`src/scsb_params.svh`:
```
// Register offsets, field positions, reset values and boot counts of the clock block.
`ifndef SCSB_PARAMS_SVH
`define SCSB_PARAMS_SVH

// ----------------------------------------
// Register offsets
// ----------------------------------------
`define SCSB_OFF_CLOCK_MODE 8'h00
`define SCSB_OFF_CRYSTAL_CTRL 8'h04
`define SCSB_OFF_FAST_RC_TRIM 8'h08
`define SCSB_OFF_BOOT_STATUS 8'h0C
`define SCSB_OFF_SYSTEM_CTRL 8'h10

// ----------------------------------------
// Field positions
// ----------------------------------------
`define SCSB_CM_FAST_EN 4
`define SCSB_CM_SLOW_EN 2
`define SCSB_XTAL_EN 7
`define SCSB_SC_WATCHDOG 0
`define SCSB_SC_PIN5_INPUT 1

// ----------------------------------------
// Reset values
// ----------------------------------------
`define SCSB_RST_CLOCK_MODE 8'hF4
`define SCSB_RST_CRYSTAL_CTRL 8'h00
`define SCSB_RST_FAST_RC_TRIM 8'h80
`define SCSB_RST_SYSTEM_CTRL 8'h03

// ----------------------------------------
// Boot-time clock mode values
// ----------------------------------------
`define SCSB_CM_FAST_DIV2 8'h34
`define SCSB_CM_FAST_DIV4 8'h14
`define SCSB_CM_FAST_DIV8 8'h3C
`define SCSB_CM_FAST_DIV16 8'h1C
`define SCSB_CM_FAST_DIV32 8'h7C
`define SCSB_CM_SLOW_DIV1 8'hE4

// ----------------------------------------
// Boot delay in slow RC cycles
// ----------------------------------------
`define SCSB_BOOT_FAST_CYCLES 12'h02D
`define SCSB_BOOT_NORMAL_CYCLES 12'hBB8

`endif

```
`src/scsb_pkg.sv`:
```
// Types shared by the clock select and boot block.
package scsb_pkg;

	typedef enum logic [1:0] {
		SRC_FAST = 2'b00,
		SRC_SLOW = 2'b01,
		SRC_XTAL = 2'b10
	} scsb_src_type;

	typedef enum logic [2:0] {
		CAL_DISABLE = 3'b000,
		CAL_DIV2 = 3'b001,
		CAL_DIV4 = 3'b010,
		CAL_DIV8 = 3'b011,
		CAL_DIV16 = 3'b100,
		CAL_DIV32 = 3'b101,
		CAL_SLOW = 3'b110
	} scsb_cal_type;

	typedef enum logic [1:0] {
		ST_BOOT = 2'b00,
		ST_CALIB = 2'b01,
		ST_RUN = 2'b10
	} scsb_state_type;

	// Clock source plus divide ratio as a power of two.
	typedef struct packed {
		scsb_src_type src;
		logic [2:0] div_log;
	} scsb_sel_type;

endpackage

```
`src/scsb_clock_select.sv`:
```
// System clock source selection, divider and power-on boot sequencing.
//
// Overview of operation
// - The crystal, fast RC and slow RC oscillators have separate enables and run independently.
// - When boot completes the slow RC is running, and the fast RC too unless calibration applies clock mode E4h.
// - After reset execution is held for 45 (fast) or 3000 (normal) slow RC cycles.
// - Clock mode 34h, 14h and 3Ch select the fast RC divided by 2, 4 and 8.
// - Clock mode 1Ch and 7Ch select the fast RC divided by 16 and 32.
// - Clock mode E4h selects the undivided slow RC with fast RC stopped; applied by calibration it also leaves the watchdog running.
// - The fast RC frequency follows a trim value loaded by calibration, nominally 16 MHz.
// - With calibration disabled, clock mode and trim keep their boot values.
// - After a calibrated divided fast RC boot the watchdog is off, slow RC on, pin 5 an input.
// - A clock mode write switches the system clock only when a low phase of the current system clock ends.
`timescale 1ns/1ns
`include "scsb_params.svh"

module scsb_clock_select
	import scsb_pkg::*;
(
	input wire logic pclk,
	input wire logic presetn,
	input wire logic psel,
	input wire logic penable,
	input wire logic pwrite,
	input wire logic [31:0] paddr,
	input wire logic [31:0] pwdata,
	output logic [31:0] prdata,
	output logic pready,
	output logic pslverr,
	input wire logic fast_rc_clk,
	input wire logic slow_rc_clk,
	input wire logic crystal_clk,
	input wire logic fast_boot,
	input wire logic [2:0] calibration_directive,
	input wire logic [7:0] calibration_trim,
	output logic fast_rc_oscillator_en,
	output logic slow_rc_oscillator_en,
	output logic crystal_oscillator_en,
	output logic [7:0] fast_rc_trim,
	output logic sys_clk,
	output logic cpu_run,
	output logic watchdog_en,
	output logic port_a_pin5_input
);

	// ----------------------------------------
	// Helper functions
	// ----------------------------------------
	// Map a clock mode value to source and divider; unlisted codes give fast RC / 64.
	function automatic scsb_sel_type sel_decode(input logic [7:0] m);
		scsb_sel_type s;
		s.src = SRC_FAST;
		s.div_log = 3'd6;
		case ({m[7:5], m[3]})
			4'b0010: s.div_log = 3'd1;
			4'b0000: s.div_log = 3'd2;
			4'b0011: s.div_log = 3'd3;
			4'b0001: s.div_log = 3'd4;
			4'b0111: s.div_log = 3'd5;
			4'b1110: begin
				s.src = SRC_SLOW;
				s.div_log = 3'd0;
			end
			4'b1010: begin
				s.src = SRC_XTAL;
				s.div_log = 3'd0;
			end
			default: s.div_log = 3'd6;
		endcase
		return s;
	endfunction

	// Last count of a half period, in source rising edges.
	function automatic logic [4:0] half_last(input logic [2:0] lg);
		logic [6:0] h;
		h = 7'd1 << lg;
		return 5'(h[6:1] - 6'd1);
	endfunction

	// Clock mode value applied at the end of boot for each calibration option.
	function automatic logic [7:0] cal_mode(input scsb_cal_type c);
		case (c)
			CAL_DIV2: cal_mode = `SCSB_CM_FAST_DIV2;
			CAL_DIV4: cal_mode = `SCSB_CM_FAST_DIV4;
			CAL_DIV8: cal_mode = `SCSB_CM_FAST_DIV8;
			CAL_DIV16: cal_mode = `SCSB_CM_FAST_DIV16;
			CAL_DIV32: cal_mode = `SCSB_CM_FAST_DIV32;
			CAL_SLOW: cal_mode = `SCSB_CM_SLOW_DIV1;
			default: cal_mode = `SCSB_RST_CLOCK_MODE;
		endcase
	endfunction

	// ----------------------------------------
	// State
	// ----------------------------------------
	logic [7:0] clock_mode_q;
	logic [7:0] crystal_ctrl_q;
	logic [7:0] trim_q;
	logic [7:0] system_ctrl_q;
	logic [31:0] prdata_q;
	scsb_state_type state_q;
	logic [11:0] boot_cnt_q;
	logic boot_fast_q;
	logic armed_q;
	scsb_cal_type cal_q;
	logic run_q;
	logic [2:0] prev_q;
	scsb_sel_type act_q;
	logic [4:0] div_cnt_q;
	logic sys_clk_q;

	logic wr_en;
	logic rd_setup;
	logic addr_ok;
	logic [7:0] offs;
	logic [31:0] rd_mux;
	logic calib_apply;
	logic [2:0] src_vec;
	logic src_now;
	logic src_rise;
	logic slow_rise;
	logic boot_end;
	logic [11:0] boot_last;
	logic boundary;
	scsb_sel_type sel_pend;

	// ----------------------------------------
	// APB slave
	// ----------------------------------------
	assign offs = paddr[7:0];
	assign addr_ok = (paddr[31:8] == 24'h00_0000) &&
		(offs == `SCSB_OFF_CLOCK_MODE || offs == `SCSB_OFF_CRYSTAL_CTRL ||
		offs == `SCSB_OFF_FAST_RC_TRIM || offs == `SCSB_OFF_BOOT_STATUS ||
		offs == `SCSB_OFF_SYSTEM_CTRL);
	assign wr_en = psel && penable && pwrite && addr_ok;
	assign rd_setup = psel && !penable && !pwrite;
	assign pready = 1'b1;
	assign pslverr = psel && penable && !addr_ok;
	assign prdata = prdata_q;

	always_comb begin
		rd_mux = 32'h0000_0000;
		case (offs)
			`SCSB_OFF_CLOCK_MODE: rd_mux[7:0] = clock_mode_q;
			`SCSB_OFF_CRYSTAL_CTRL: rd_mux[7:0] = crystal_ctrl_q;
			`SCSB_OFF_FAST_RC_TRIM: rd_mux[7:0] = trim_q;
			`SCSB_OFF_BOOT_STATUS: rd_mux[7:0] = {1'b0, cal_q, act_q.src, boot_fast_q, run_q};
			`SCSB_OFF_SYSTEM_CTRL: rd_mux[7:0] = system_ctrl_q;
			default: rd_mux = 32'h0000_0000;
		endcase
		if (paddr[31:8] != 24'h00_0000) begin
			rd_mux = 32'h0000_0000;
		end
	end

	// Read data is captured in the setup phase so the access phase needs no wait.
	always_ff @(posedge pclk or negedge presetn) begin
		if (!presetn) begin
			prdata_q <= 32'h0000_0000;
		end else if (rd_setup) begin
			prdata_q <= rd_mux;
		end
	end

	// ----------------------------------------
	// Control registers
	// ----------------------------------------
	assign calib_apply = (state_q == ST_CALIB) && (cal_q != CAL_DISABLE);

	// Boot value keeps both RC oscillators on and the slow RC as source.
	always_ff @(posedge pclk or negedge presetn) begin
		if (!presetn) begin
			clock_mode_q <= `SCSB_RST_CLOCK_MODE;
		end else if (calib_apply) begin
			clock_mode_q <= cal_mode(cal_q);
		end else if (wr_en && offs == `SCSB_OFF_CLOCK_MODE) begin
			clock_mode_q <= pwdata[7:0];
		end
	end

	always_ff @(posedge pclk or negedge presetn) begin
		if (!presetn) begin
			crystal_ctrl_q <= `SCSB_RST_CRYSTAL_CTRL;
		end else if (wr_en && offs == `SCSB_OFF_CRYSTAL_CTRL) begin
			crystal_ctrl_q <= pwdata[7:0];
		end
	end

	always_ff @(posedge pclk or negedge presetn) begin
		if (!presetn) begin
			trim_q <= `SCSB_RST_FAST_RC_TRIM;
		end else if (calib_apply) begin
			trim_q <= calibration_trim;
		end else if (wr_en && offs == `SCSB_OFF_FAST_RC_TRIM) begin
			trim_q <= pwdata[7:0];
		end
	end

	// Watchdog stays on unless a calibrated fast RC mode is applied or a system control write clears bit 0.
	always_ff @(posedge pclk or negedge presetn) begin
		if (!presetn) begin
			system_ctrl_q <= `SCSB_RST_SYSTEM_CTRL;
		end else if (calib_apply) begin
			system_ctrl_q[`SCSB_SC_WATCHDOG] <= (cal_q == CAL_SLOW);
			system_ctrl_q[`SCSB_SC_PIN5_INPUT] <= 1'b1;
		end else if (wr_en && offs == `SCSB_OFF_SYSTEM_CTRL) begin
			system_ctrl_q <= {6'h00, pwdata[1:0]};
		end
	end

	assign fast_rc_oscillator_en = clock_mode_q[`SCSB_CM_FAST_EN];
	assign slow_rc_oscillator_en = clock_mode_q[`SCSB_CM_SLOW_EN];
	assign crystal_oscillator_en = crystal_ctrl_q[`SCSB_XTAL_EN];
	assign fast_rc_trim = trim_q;
	assign watchdog_en = system_ctrl_q[`SCSB_SC_WATCHDOG];
	assign port_a_pin5_input = system_ctrl_q[`SCSB_SC_PIN5_INPUT];

	// ----------------------------------------
	// Boot sequencer
	// ----------------------------------------
	assign src_vec = {crystal_clk, slow_rc_clk, fast_rc_clk};
	assign slow_rise = slow_rc_clk && !prev_q[1];
	assign boot_last = (boot_fast_q ? `SCSB_BOOT_FAST_CYCLES : `SCSB_BOOT_NORMAL_CYCLES) - 12'd1;
	assign boot_end = armed_q && slow_rise && (boot_cnt_q == boot_last);

	// Boot straps are caught on the first clock after reset release.
	always_ff @(posedge pclk or negedge presetn) begin
		if (!presetn) begin
			armed_q <= 1'b0;
			boot_fast_q <= 1'b0;
			cal_q <= CAL_DISABLE;
		end else if (!armed_q) begin
			armed_q <= 1'b1;
			boot_fast_q <= fast_boot;
			cal_q <= scsb_cal_type'(calibration_directive);
		end
	end

	always_ff @(posedge pclk or negedge presetn) begin
		if (!presetn) begin
			state_q <= ST_BOOT;
			boot_cnt_q <= 12'h000;
		end else begin
			case (state_q)
				ST_BOOT: begin
					if (boot_end) begin
						state_q <= ST_CALIB;
					end else if (armed_q && slow_rise) begin
						boot_cnt_q <= boot_cnt_q + 12'd1;
					end
				end
				ST_CALIB: state_q <= ST_RUN;
				ST_RUN: state_q <= ST_RUN;
				default: state_q <= ST_BOOT;
			endcase
		end
	end

	// Execution is released on the same clock edge on which the calibration settings land.
	always_ff @(posedge pclk or negedge presetn) begin
		if (!presetn) begin
			run_q <= 1'b0;
		end else begin
			run_q <= (state_q == ST_CALIB) || (state_q == ST_RUN);
		end
	end

	assign cpu_run = run_q;

	// ----------------------------------------
	// System clock generator
	// ----------------------------------------
	assign sel_pend = sel_decode(clock_mode_q);
	assign src_now = src_vec[act_q.src];
	assign src_rise = src_now && !prev_q[act_q.src];
	// A new period may only begin while the output is low and a period ends.
	assign boundary = src_rise && !sys_clk_q &&
		((act_q.div_log == 3'd0) || (div_cnt_q == half_last(act_q.div_log)));

	always_ff @(posedge pclk or negedge presetn) begin
		if (!presetn) begin
			prev_q <= 3'b000;
		end else begin
			prev_q <= src_vec;
		end
	end

	// A switch only stretches the low phase; it never cuts a high or low phase short.
	always_ff @(posedge pclk or negedge presetn) begin
		if (!presetn) begin
			// The reset clock mode selects the undivided slow RC.
			act_q.src <= SRC_SLOW;
			act_q.div_log <= 3'd0;
			div_cnt_q <= 5'd0;
			sys_clk_q <= 1'b0;
		end else if (boundary && sel_pend != act_q) begin
			act_q <= sel_pend;
			div_cnt_q <= 5'd0;
			sys_clk_q <= 1'b0;
		end else if (act_q.div_log == 3'd0) begin
			// Undivided: high from a seen rising edge until the source falls.
			if (src_rise) begin
				sys_clk_q <= 1'b1;
			end else if (!src_now) begin
				sys_clk_q <= 1'b0;
			end
		end else if (src_rise) begin
			if (div_cnt_q == half_last(act_q.div_log)) begin
				div_cnt_q <= 5'd0;
				sys_clk_q <= !sys_clk_q;
			end else begin
				div_cnt_q <= div_cnt_q + 5'd1;
			end
		end
	end

	assign sys_clk = sys_clk_q;

endmodule

```
`config.mk`:
```
export PLATFORM = sky130hd
export DESIGN_NAME = scsb_clock_select
export DESIGN_NICKNAME = d
export VERILOG_FILES = /design/src/scsb_pkg.sv /design/src/scsb_clock_select.sv
export VERILOG_INCLUDE_DIRS = /design/src
export SDC_FILE = /design/constraint.sdc
export NUM_CORES = 1
export LEC_CHECK = 0
export ABC_AREA = 1
export BUFFER_PORTS_ARGS = -buffer_cell sky130_fd_sc_hd__buf_2
export CAP_MARGIN = 20
export CORE_MARGIN = 3
export CORE_UTILIZATION = 56
export CTS_CLUSTER_SIZE = 16
export DETAILED_ROUTE_END_ITERATION = 16
export PLACE_DENSITY = 0.86
export SLEW_MARGIN = 10
export SYNTH_ARGS = -nofsm -noshare
export SYNTH_HDL_FRONTEND = slang
export SYNTH_SLANG_ARGS = --single-unit
```
`constraint.sdc`:
```
create_clock -name pclk -period 5.72 [get_ports pclk]
set_input_delay 0.286 -clock pclk [delete_from_list [all_inputs] [get_ports pclk]]
set_output_delay 0.286 -clock pclk [all_outputs]
set_load 0.01 [all_outputs]
```
==> results.yml, run 1 <==
global_routing:
  grt_pass1_vias: 3761
  antenna_found_initial: 0
  grt.total_usage: 0.244
  grt_max_degree: 69
  grt_pass1_wl_um: 17000
  overflow: 0
synthesis:
  syn-mean-instance-area_sq_um: 7.61
  ys_seq_elements: 68
  ys_warn_count: 0
  ys_top_cells_by_count: "164 x nand2_1, 59 x dfrtp_1, 55 x inv_1"
  yosys.area.top_type: "dfrtp_1"
  yosysSeqAreaShare: 0.404
  syn_area_sq_um: 4240
  synth_mux_area_frac: 0
  synth_edf_count: 0
  synth_area_leaders: "dfrtp_1 35%, nand2_1 15%, dfstp_2 5.6%"
  synthXorXnorAreaFrac: 0.0310
  ys_types: 35
  yosys.area_share.adder: 0.0177
  async_reset_ff_frac: 1.00
  synth_top_area_frac: 0.348
  synth-simple-area-share: 0.327
  synth_top_family_by_area: "simple AND/OR/NAND/NOR gates"
  synth_ff_type: "dfrtp_1"
  yosys.cell_count.top_type: "nand2_1"
  syn_inst: 557
  synth_compound_area_frac: 0.103
hold_path:
  holdPathEnd: "prev_q[0]$_DFF_PN0_"
  hold_depth: 1
  hp-class: "input pin to flop"
  hold_start: "fast_rc_clk"
worst_setup_path:
  critPathBufInv: 1
  crit_path_max_incr_delay_ns: 0.51
  worst-path-max-fanout: 13
  reg2reg_setup_slack_ns: 3.25
  r2r_end: "div_cnt_q[1]$_DFFE_PN0P_"
  critPathKind: "flop to flop"
  cp_cell_sequence: "inv_1 -> nand3_2 -> ha_1 -> xor2_1 -> nand3_1 -> nor2_1 -> nand3_2 -> nand2_2 -> nand3_2 -> nand2_1 -> nand2_2 -> nand2_1 -> nand2_1"
  rr_startpoint: "act_q[1]$_DFFE_PN0N_"
  startpoint_type: "flop"
  path_delay_family: "simple AND/OR/NAND/NOR gates"
  crit_path_top_delay_cell: "dfrtp_1"
  cp.required_ns: 5.96
  critPathArrivalTime_ns: 2.72
  cp-end-kind: "flop"
  rr_worst_depth: 13
drt:
  ant_nets: 0
  wl_um: 9990
  via_per_inst: 5.32
  drt_pass1_iterations: 5
  vias: 3971
  drc: 0
  wire_per_inst_um: 13.4
  drt_iter0_drc: 243
timing:
  rsz0062_at_grt: "no"
  finalHoldViolations: 0
  post-route-min-period_ns: 2.47
  drv_slew: 0
  finClkSkew_ns: 0.00678
  whs_ns: 0.0624
  worst_pin_slew_ns: 0.853
  fmax_ghz: 0.404
  maxSlewHeadroom: 0.431
  finalSetupTns_ns: 0
  setup_viol: 0
  final.period_utilization: 0.433
job:
  maxCapViolations: 0
power:
  leakage_nw: 2.50
  power_density_nw_per_um2: 405
  power_mw: 1.95
  vdd_drop_max_v: 0.000297
run_status:
  status: "completed"
finish:
  drive_gt1_frac: 0.219
  filler_cell_count: 585
  fin_nets: 733
  syn2layout_area_growth_pct: 13.6
  num_antenna_cells: 0
floorplan:
  rows: 31
  start_util: 0.582
  io_pins: 133
  die_h_um: 93.0
  dieArea_sq_um: 8650
  chipWidth_um: 93.0
  core_sq_um: 7290
cts:
  cts_setup_buffers: 0
  clock-sinks: 68
  h-tree-depth: 3
  cts_resized: 0
  cts_tree: "built"
  postCtsHoldBufs: 0
  cts_buffers: 9
  cts.path.max_buffers: 2
  clock_latency_ns: 0.35
  clkTransAtPathRegs_ns: 0.07
  cts_root_buf: "clkbuf_8"
placement:
  port_buffers: 83
  dpl.hpwl_um: 7400
  gp_congestion: 0.928
metrics by stage:
stage / area [sq um] / std cells / utilization / worst slack, ns
finish: 4820 / 747 / 0.661 / 3.25
global route: 4820 / 747 / 0.661 / 2.96
CTS: 4820 / 747 / 0.661 / 3.28
detailed placement: 4610 / 731 / 0.633 / 3.32
global placement: 4610 / 731 / 0.633 / 3.37
floorplan: 4330 / 581 / - / 3.77
where the power goes:
part           switching, mW  total, mW  internal [mW]
sequential             0.159      0.799          0.640
combinational          0.476      0.743          0.267
clock                  0.184      0.407          0.224
total                  0.818       1.95           1.13
flip-flops by register name, indices dropped and copies added (netlist names):
| signal | cells |
|---|---|
| act_q | 5 |
| armed_q | 1 |
| boot_cnt_q | 12 |
| boot_fast_q | 1 |
| cal_q | 3 |
| clock_mode_q | 8 |
| cpu_run | 1 |
| crystal_ctrl_q | 8 |
| div_cnt_q | 5 |
| fast_rc_trim | 8 |
| prdata | 8 |
| prev_q | 3 |
| state_q | 2 |
| sys_clk | 1 |
| system_ctrl_q | 2 |
routing by layer:
metal | global-route usage | routed length (um) | vias up | share of wire
met2 | 0.394 | 4790 | 162 | 0.48
met3 | 0.0523 | 707 | 32 | 0.071
met1 | 0.310 | 4150 | 1843 | 0.42
met5 | 0 | 0 | - | 0
met4 | 0.125 | 332 | 0 | 0.033
li1 | - | - | 1934 | -
cell usage in the layout (no fill, tap or decap), types with 2 or more instances in the layout:
cell and instances:
ha_1 6, conb_1 26, o221ai_1 5, nor2_4 5, xnor2_1 2, nor2_8 2, o21ai_1 9, inv_1 55
nand3_1 39, clkbuf_8 11, buf_2 83, nor3_1 10, a21oi_2 3, clkinv_2 2, a21oi_1 10, nand3_2 9
nand2_2 4, dfrtp_1 59, o21ai_2 5, clkinv_1 2, nand2_4 3, nand2_1 164, nor4_1 4, o21ai_0 41
nand3b_1 2, nand4_1 13, nor2_1 42, xor2_1 13, dfstp_2 9, inv_2 2
area by class of cell:
cell class / instances / area [sq um] / area share
Tap cell: 99 / 124 / 0.0257
Multi-Input combinational cell: 420 / 2130 / 0.442
Timing Repair Buffer: 84 / 423 / 0.0878
Inverter: 60 / 228 / 0.0473
Clock buffer: 12 / 155 / 0.0322
Sequential cell: 68 / 1710 / 0.356
Clock inverter: 4 / 47.5 / 0.00987
worst max-delay path by stage:
stage                                to  cells after the start                 start
2_1_floorplan      act_q[0]$_DFFE_PN0N_                     13  act_q[1]$_DFFE_PN0N_
3_3_place_gp   div_cnt_q[1]$_DFFE_PN0P_                     13  act_q[1]$_DFFE_PN0N_
3_5_place_dp   div_cnt_q[1]$_DFFE_PN0P_                     13  act_q[1]$_DFFE_PN0N_
4_1_cts        div_cnt_q[1]$_DFFE_PN0P_                     13  act_q[1]$_DFFE_PN0N_
5_1_grt        div_cnt_q[4]$_DFFE_PN0P_                     13  act_q[1]$_DFFE_PN0N_
6_report       div_cnt_q[1]$_DFFE_PN0P_                     13  act_q[1]$_DFFE_PN0N_
cell families (layout without fill, tap and decap cells):
kind of cell | Yosys count | count (layout)
AO/OA/AOI/OAI | 76 | 76
XOR/XNOR | 15 | 15
adder cells (fa/ha/maj) | 6 | 6
buffers and inverters | 93 | 160
flip-flops | 68 | 68
other | 2 | 26
AND/OR/NAND/NOR | 297 | 297
Note: power is estimated with default switching activity, not from simulation.
==> run 2, diff against run 1 <==
--- a/config.mk
+++ b/config.mk
@@ -10,10 +10,10 @@
 export BUFFER_PORTS_ARGS = -buffer_cell sky130_fd_sc_hd__buf_2
 export CAP_MARGIN = 20
 export CORE_MARGIN = 3
-export CORE_UTILIZATION = 56
+export CORE_UTILIZATION = 52
 export CTS_CLUSTER_SIZE = 16
 export DETAILED_ROUTE_END_ITERATION = 16
-export PLACE_DENSITY = 0.86
+export PLACE_DENSITY = 0.81
 export SLEW_MARGIN = 10
 export SYNTH_ARGS = -nofsm -noshare
 export SYNTH_HDL_FRONTEND = slang
==> constraint.sdc (replaced) <==
create_clock -name pclk -period 2.45 [get_ports pclk]
set_input_delay 0.1225 -clock pclk [delete_from_list [all_inputs] [get_ports pclk]]
set_output_delay 0.1225 -clock pclk [all_outputs]
set_load 0.01 [all_outputs]
==> run 2 against run 1 <==
Net effect: setup slack lost 3.0 ns; global-route usage shrank 0.62 points; combinational power grew 140%; register-to-register slack lost 3.0 ns; die area grew 7.2%; final cell count grew 2.3%; critical path type unchanged; highest routed layer unchanged.
==> results.yml, run 2 (synthesized netlist as in run 1, its figures left out) <==
worst_setup_path:
  endpoint: "div_cnt_q[2]$_DFFE_PN0P_"
  worst-path-max-fanout: 11
  reg2reg_setup_slack_ns: 0.25
  critPathMostFrequentCell: "nand2_1"
  rr_startpoint: "act_q[2]$_DFFE_PN0N_"
  crit_path_max_incr_delay_ns: 0.46
  cp_cell_sequence: "inv_4 -> nand3_2 -> ha_1 -> xor2_1 -> nand3_1 -> nor2_1 -> nand3_2 -> nand2_2 -> nand3_4 -> nand2_1 -> nand2_2 -> nand2_1 -> nand2_1"
  r2r_end: "div_cnt_q[2]$_DFFE_PN0P_"
  critPathArrivalTime_ns: 2.44
  cp-end-kind: "flop"
  crit_path_top_delay_cell: "dfrtp_1"
  critPathKind: "flop to flop"
  rr_worst_depth: 13
  startpoint_type: "flop"
  critPathLaunch: "act_q[2]$_DFFE_PN0N_"
  cp.required_ns: 2.68
drt:
  drc: 0
  drt_pass1_iterations: 5
  ant_nets: 0
  drt_iter0_drc: 204
  via_per_inst: 5.25
  vias: 4012
  wl_um: 10400
  wire_per_inst_um: 13.6
global_routing:
  met2_usage: 0.394
  grt_pass1_wl_um: 17200
  met3_usage: 0.0399
  grt_pass1_vias: 3769
  use_met1: 0.307
  grt_busiest_layer: "met2"
  overflow: 0
  antenna_found_initial: 0
  grt.total_usage: 0.238
  grt_max_degree: 36
floorplan:
  start_util: 0.543
  dieArea_sq_um: 9270
  core_sq_um: 7810
  io_pins: 133
  die_h_um: 96.3
  chipWidth_um: 96.3
  rows: 32
timing:
  worst_pin_slew_ns: 0.836
  fmax_ghz: 0.454
  final.period_utilization: 0.899
  finClkSkew_ns: 0.00522
  finalSetupTns_ns: 0
  finalHoldViolations: 0
  post-route-min-period_ns: 2.20
  rsz0062_at_grt: "no"
  drv_slew: 0
  maxSlewHeadroom: 0.443
  setup_viol: 0
cts:
  clock-sinks: 68
  clkTransAtPathRegs_ns: 0.08
  cts_tree: "built"
  cts.path.max_buffers: 2
  h-tree-depth: 3
  cts_root_buf: "clkbuf_8"
  clock_latency_ns: 0.34
  cts_buffers: 9
finish:
  syn2layout_area_growth_pct: 17.6
  regMostFlops: "boot_cnt_q"
  final_common_cell: "nand2_1"
  drive_gt1_frac: 0.221
  filler_cell_count: 679
  largest_reg_flops: 12
  fin_util: 0.639
  fin_nets: 747
  final_cell_mix: "164 x nand2_1, 83 x buf_2, 59 x dfrtp_1"
  num_antenna_cells: 0
power:
  power_density_nw_per_um2: 942
  vdd_drop_max_v: 0.000546
  power_mw: 4.70
  leakage_nw: 2.57
placement:
  port_buffers: 83
  dpl.hpwl_um: 7710
  gp_congestion: 0.896
job:
  maxCapViolations: 0
run_status:
  status: "completed"
hold_path:
  hp-class: "input pin to flop"
[run 2: cell types whose count changed in the layout (fill, tap and decap cells not counted)]
cell,delta
clkbuf_1,+1
inv_4,+1
buf_4,+4
nand3_4,+1
nand3_2,-1
inv_2,-1
clkinv_2,-1
dlygate4sd3_1,+9
clkbuf_8,-1
bufinv_16,+1
buf_12,+1
[run 2: cell type report]
| class | instances | area [sq um] | area share |
|---|---|---|---|
| inverter | 60 | 230 | 0.0462 |
| clock inverter | 4 | 72.6 | 0.0146 |
| multi-input combinational | 420 | 2130 | 0.428 |
| clock buffer | 12 | 145 | 0.0291 |
| sequential | 68 | 1710 | 0.344 |
| tap | 102 | 128 | 0.0256 |
| timing repair buffer | 98 | 563 | 0.113 |
[run 2: layer usage]
| metal | part of all wire | wire length, um |
|---|---|---|
| met5 | 0 | 0 |
| met4 | 0.026 | 274 |
| met3 | 0.060 | 628 |
| met2 | 0.50 | 5170 |
| met1 | 0.42 | 4350 |
[run 2: worst min-delay path by stage]
stage	startpoint	end	slack (ns)	cells after the start
after floorplan	presetn	act_q[0]$_DFFE_PN0N_	-0.17	0
after global placement	presetn	div_cnt_q[2]$_DFFE_PN0P_	0.26	1
after detailed placement	fast_rc_clk	prev_q[0]$_DFF_PN0_	0.25	1
after CTS	calibration_trim[0]	fast_rc_trim[0]$_DFFE_PN0P_	0.009	3
after global routing	calibration_trim[0]	fast_rc_trim[0]$_DFFE_PN0P_	0.007	3
final	calibration_trim[0]	fast_rc_trim[0]$_DFFE_PN0P_	0.01	3
[run 2: worst max-delay path: cells and delay by family, from the launching register on]
kind                     cells  cell delay, ns
AND/OR/NAND/NOR             10            1.00
XOR/XNOR                     1            0.16
buffers and inverters        1            0.16
flip-flops                   1            0.46
adder cells (fa/ha/maj)      1            0.32
[run 2: where the power goes]
| group | internal (mW) | switching, mW |
|---|---|---|
| clock network | 0.601 | 0.429 |
| registers | 1.50 | 0.349 |
| logic | 0.674 | 1.15 |
| total | 2.77 | 1.93 |
[run 2: repair_timing]
action / in CTS / in global routing
hold buffers: 9 / 0
resized for setup: 0 / 2
setup endpoints to repair: 0 / 7
setup buffers: 0 / 0
hold endpoints to repair: 34 / 0
[run 2: stage by stage]
step	area [sq um]	hold WS [ns]	instances	worst slack [ns]
2_1_floorplan	4330	-0.173	581	0.497
3_3_place_gp	4670	0.255	739	0.254
6_report	4990	0.0124	764	0.247
5_1_grt	4990	0.00737	764	0.0644
3_5_place_dp	4670	0.253	739	0.157
4_1_cts	4980	0.00927	764	0.137
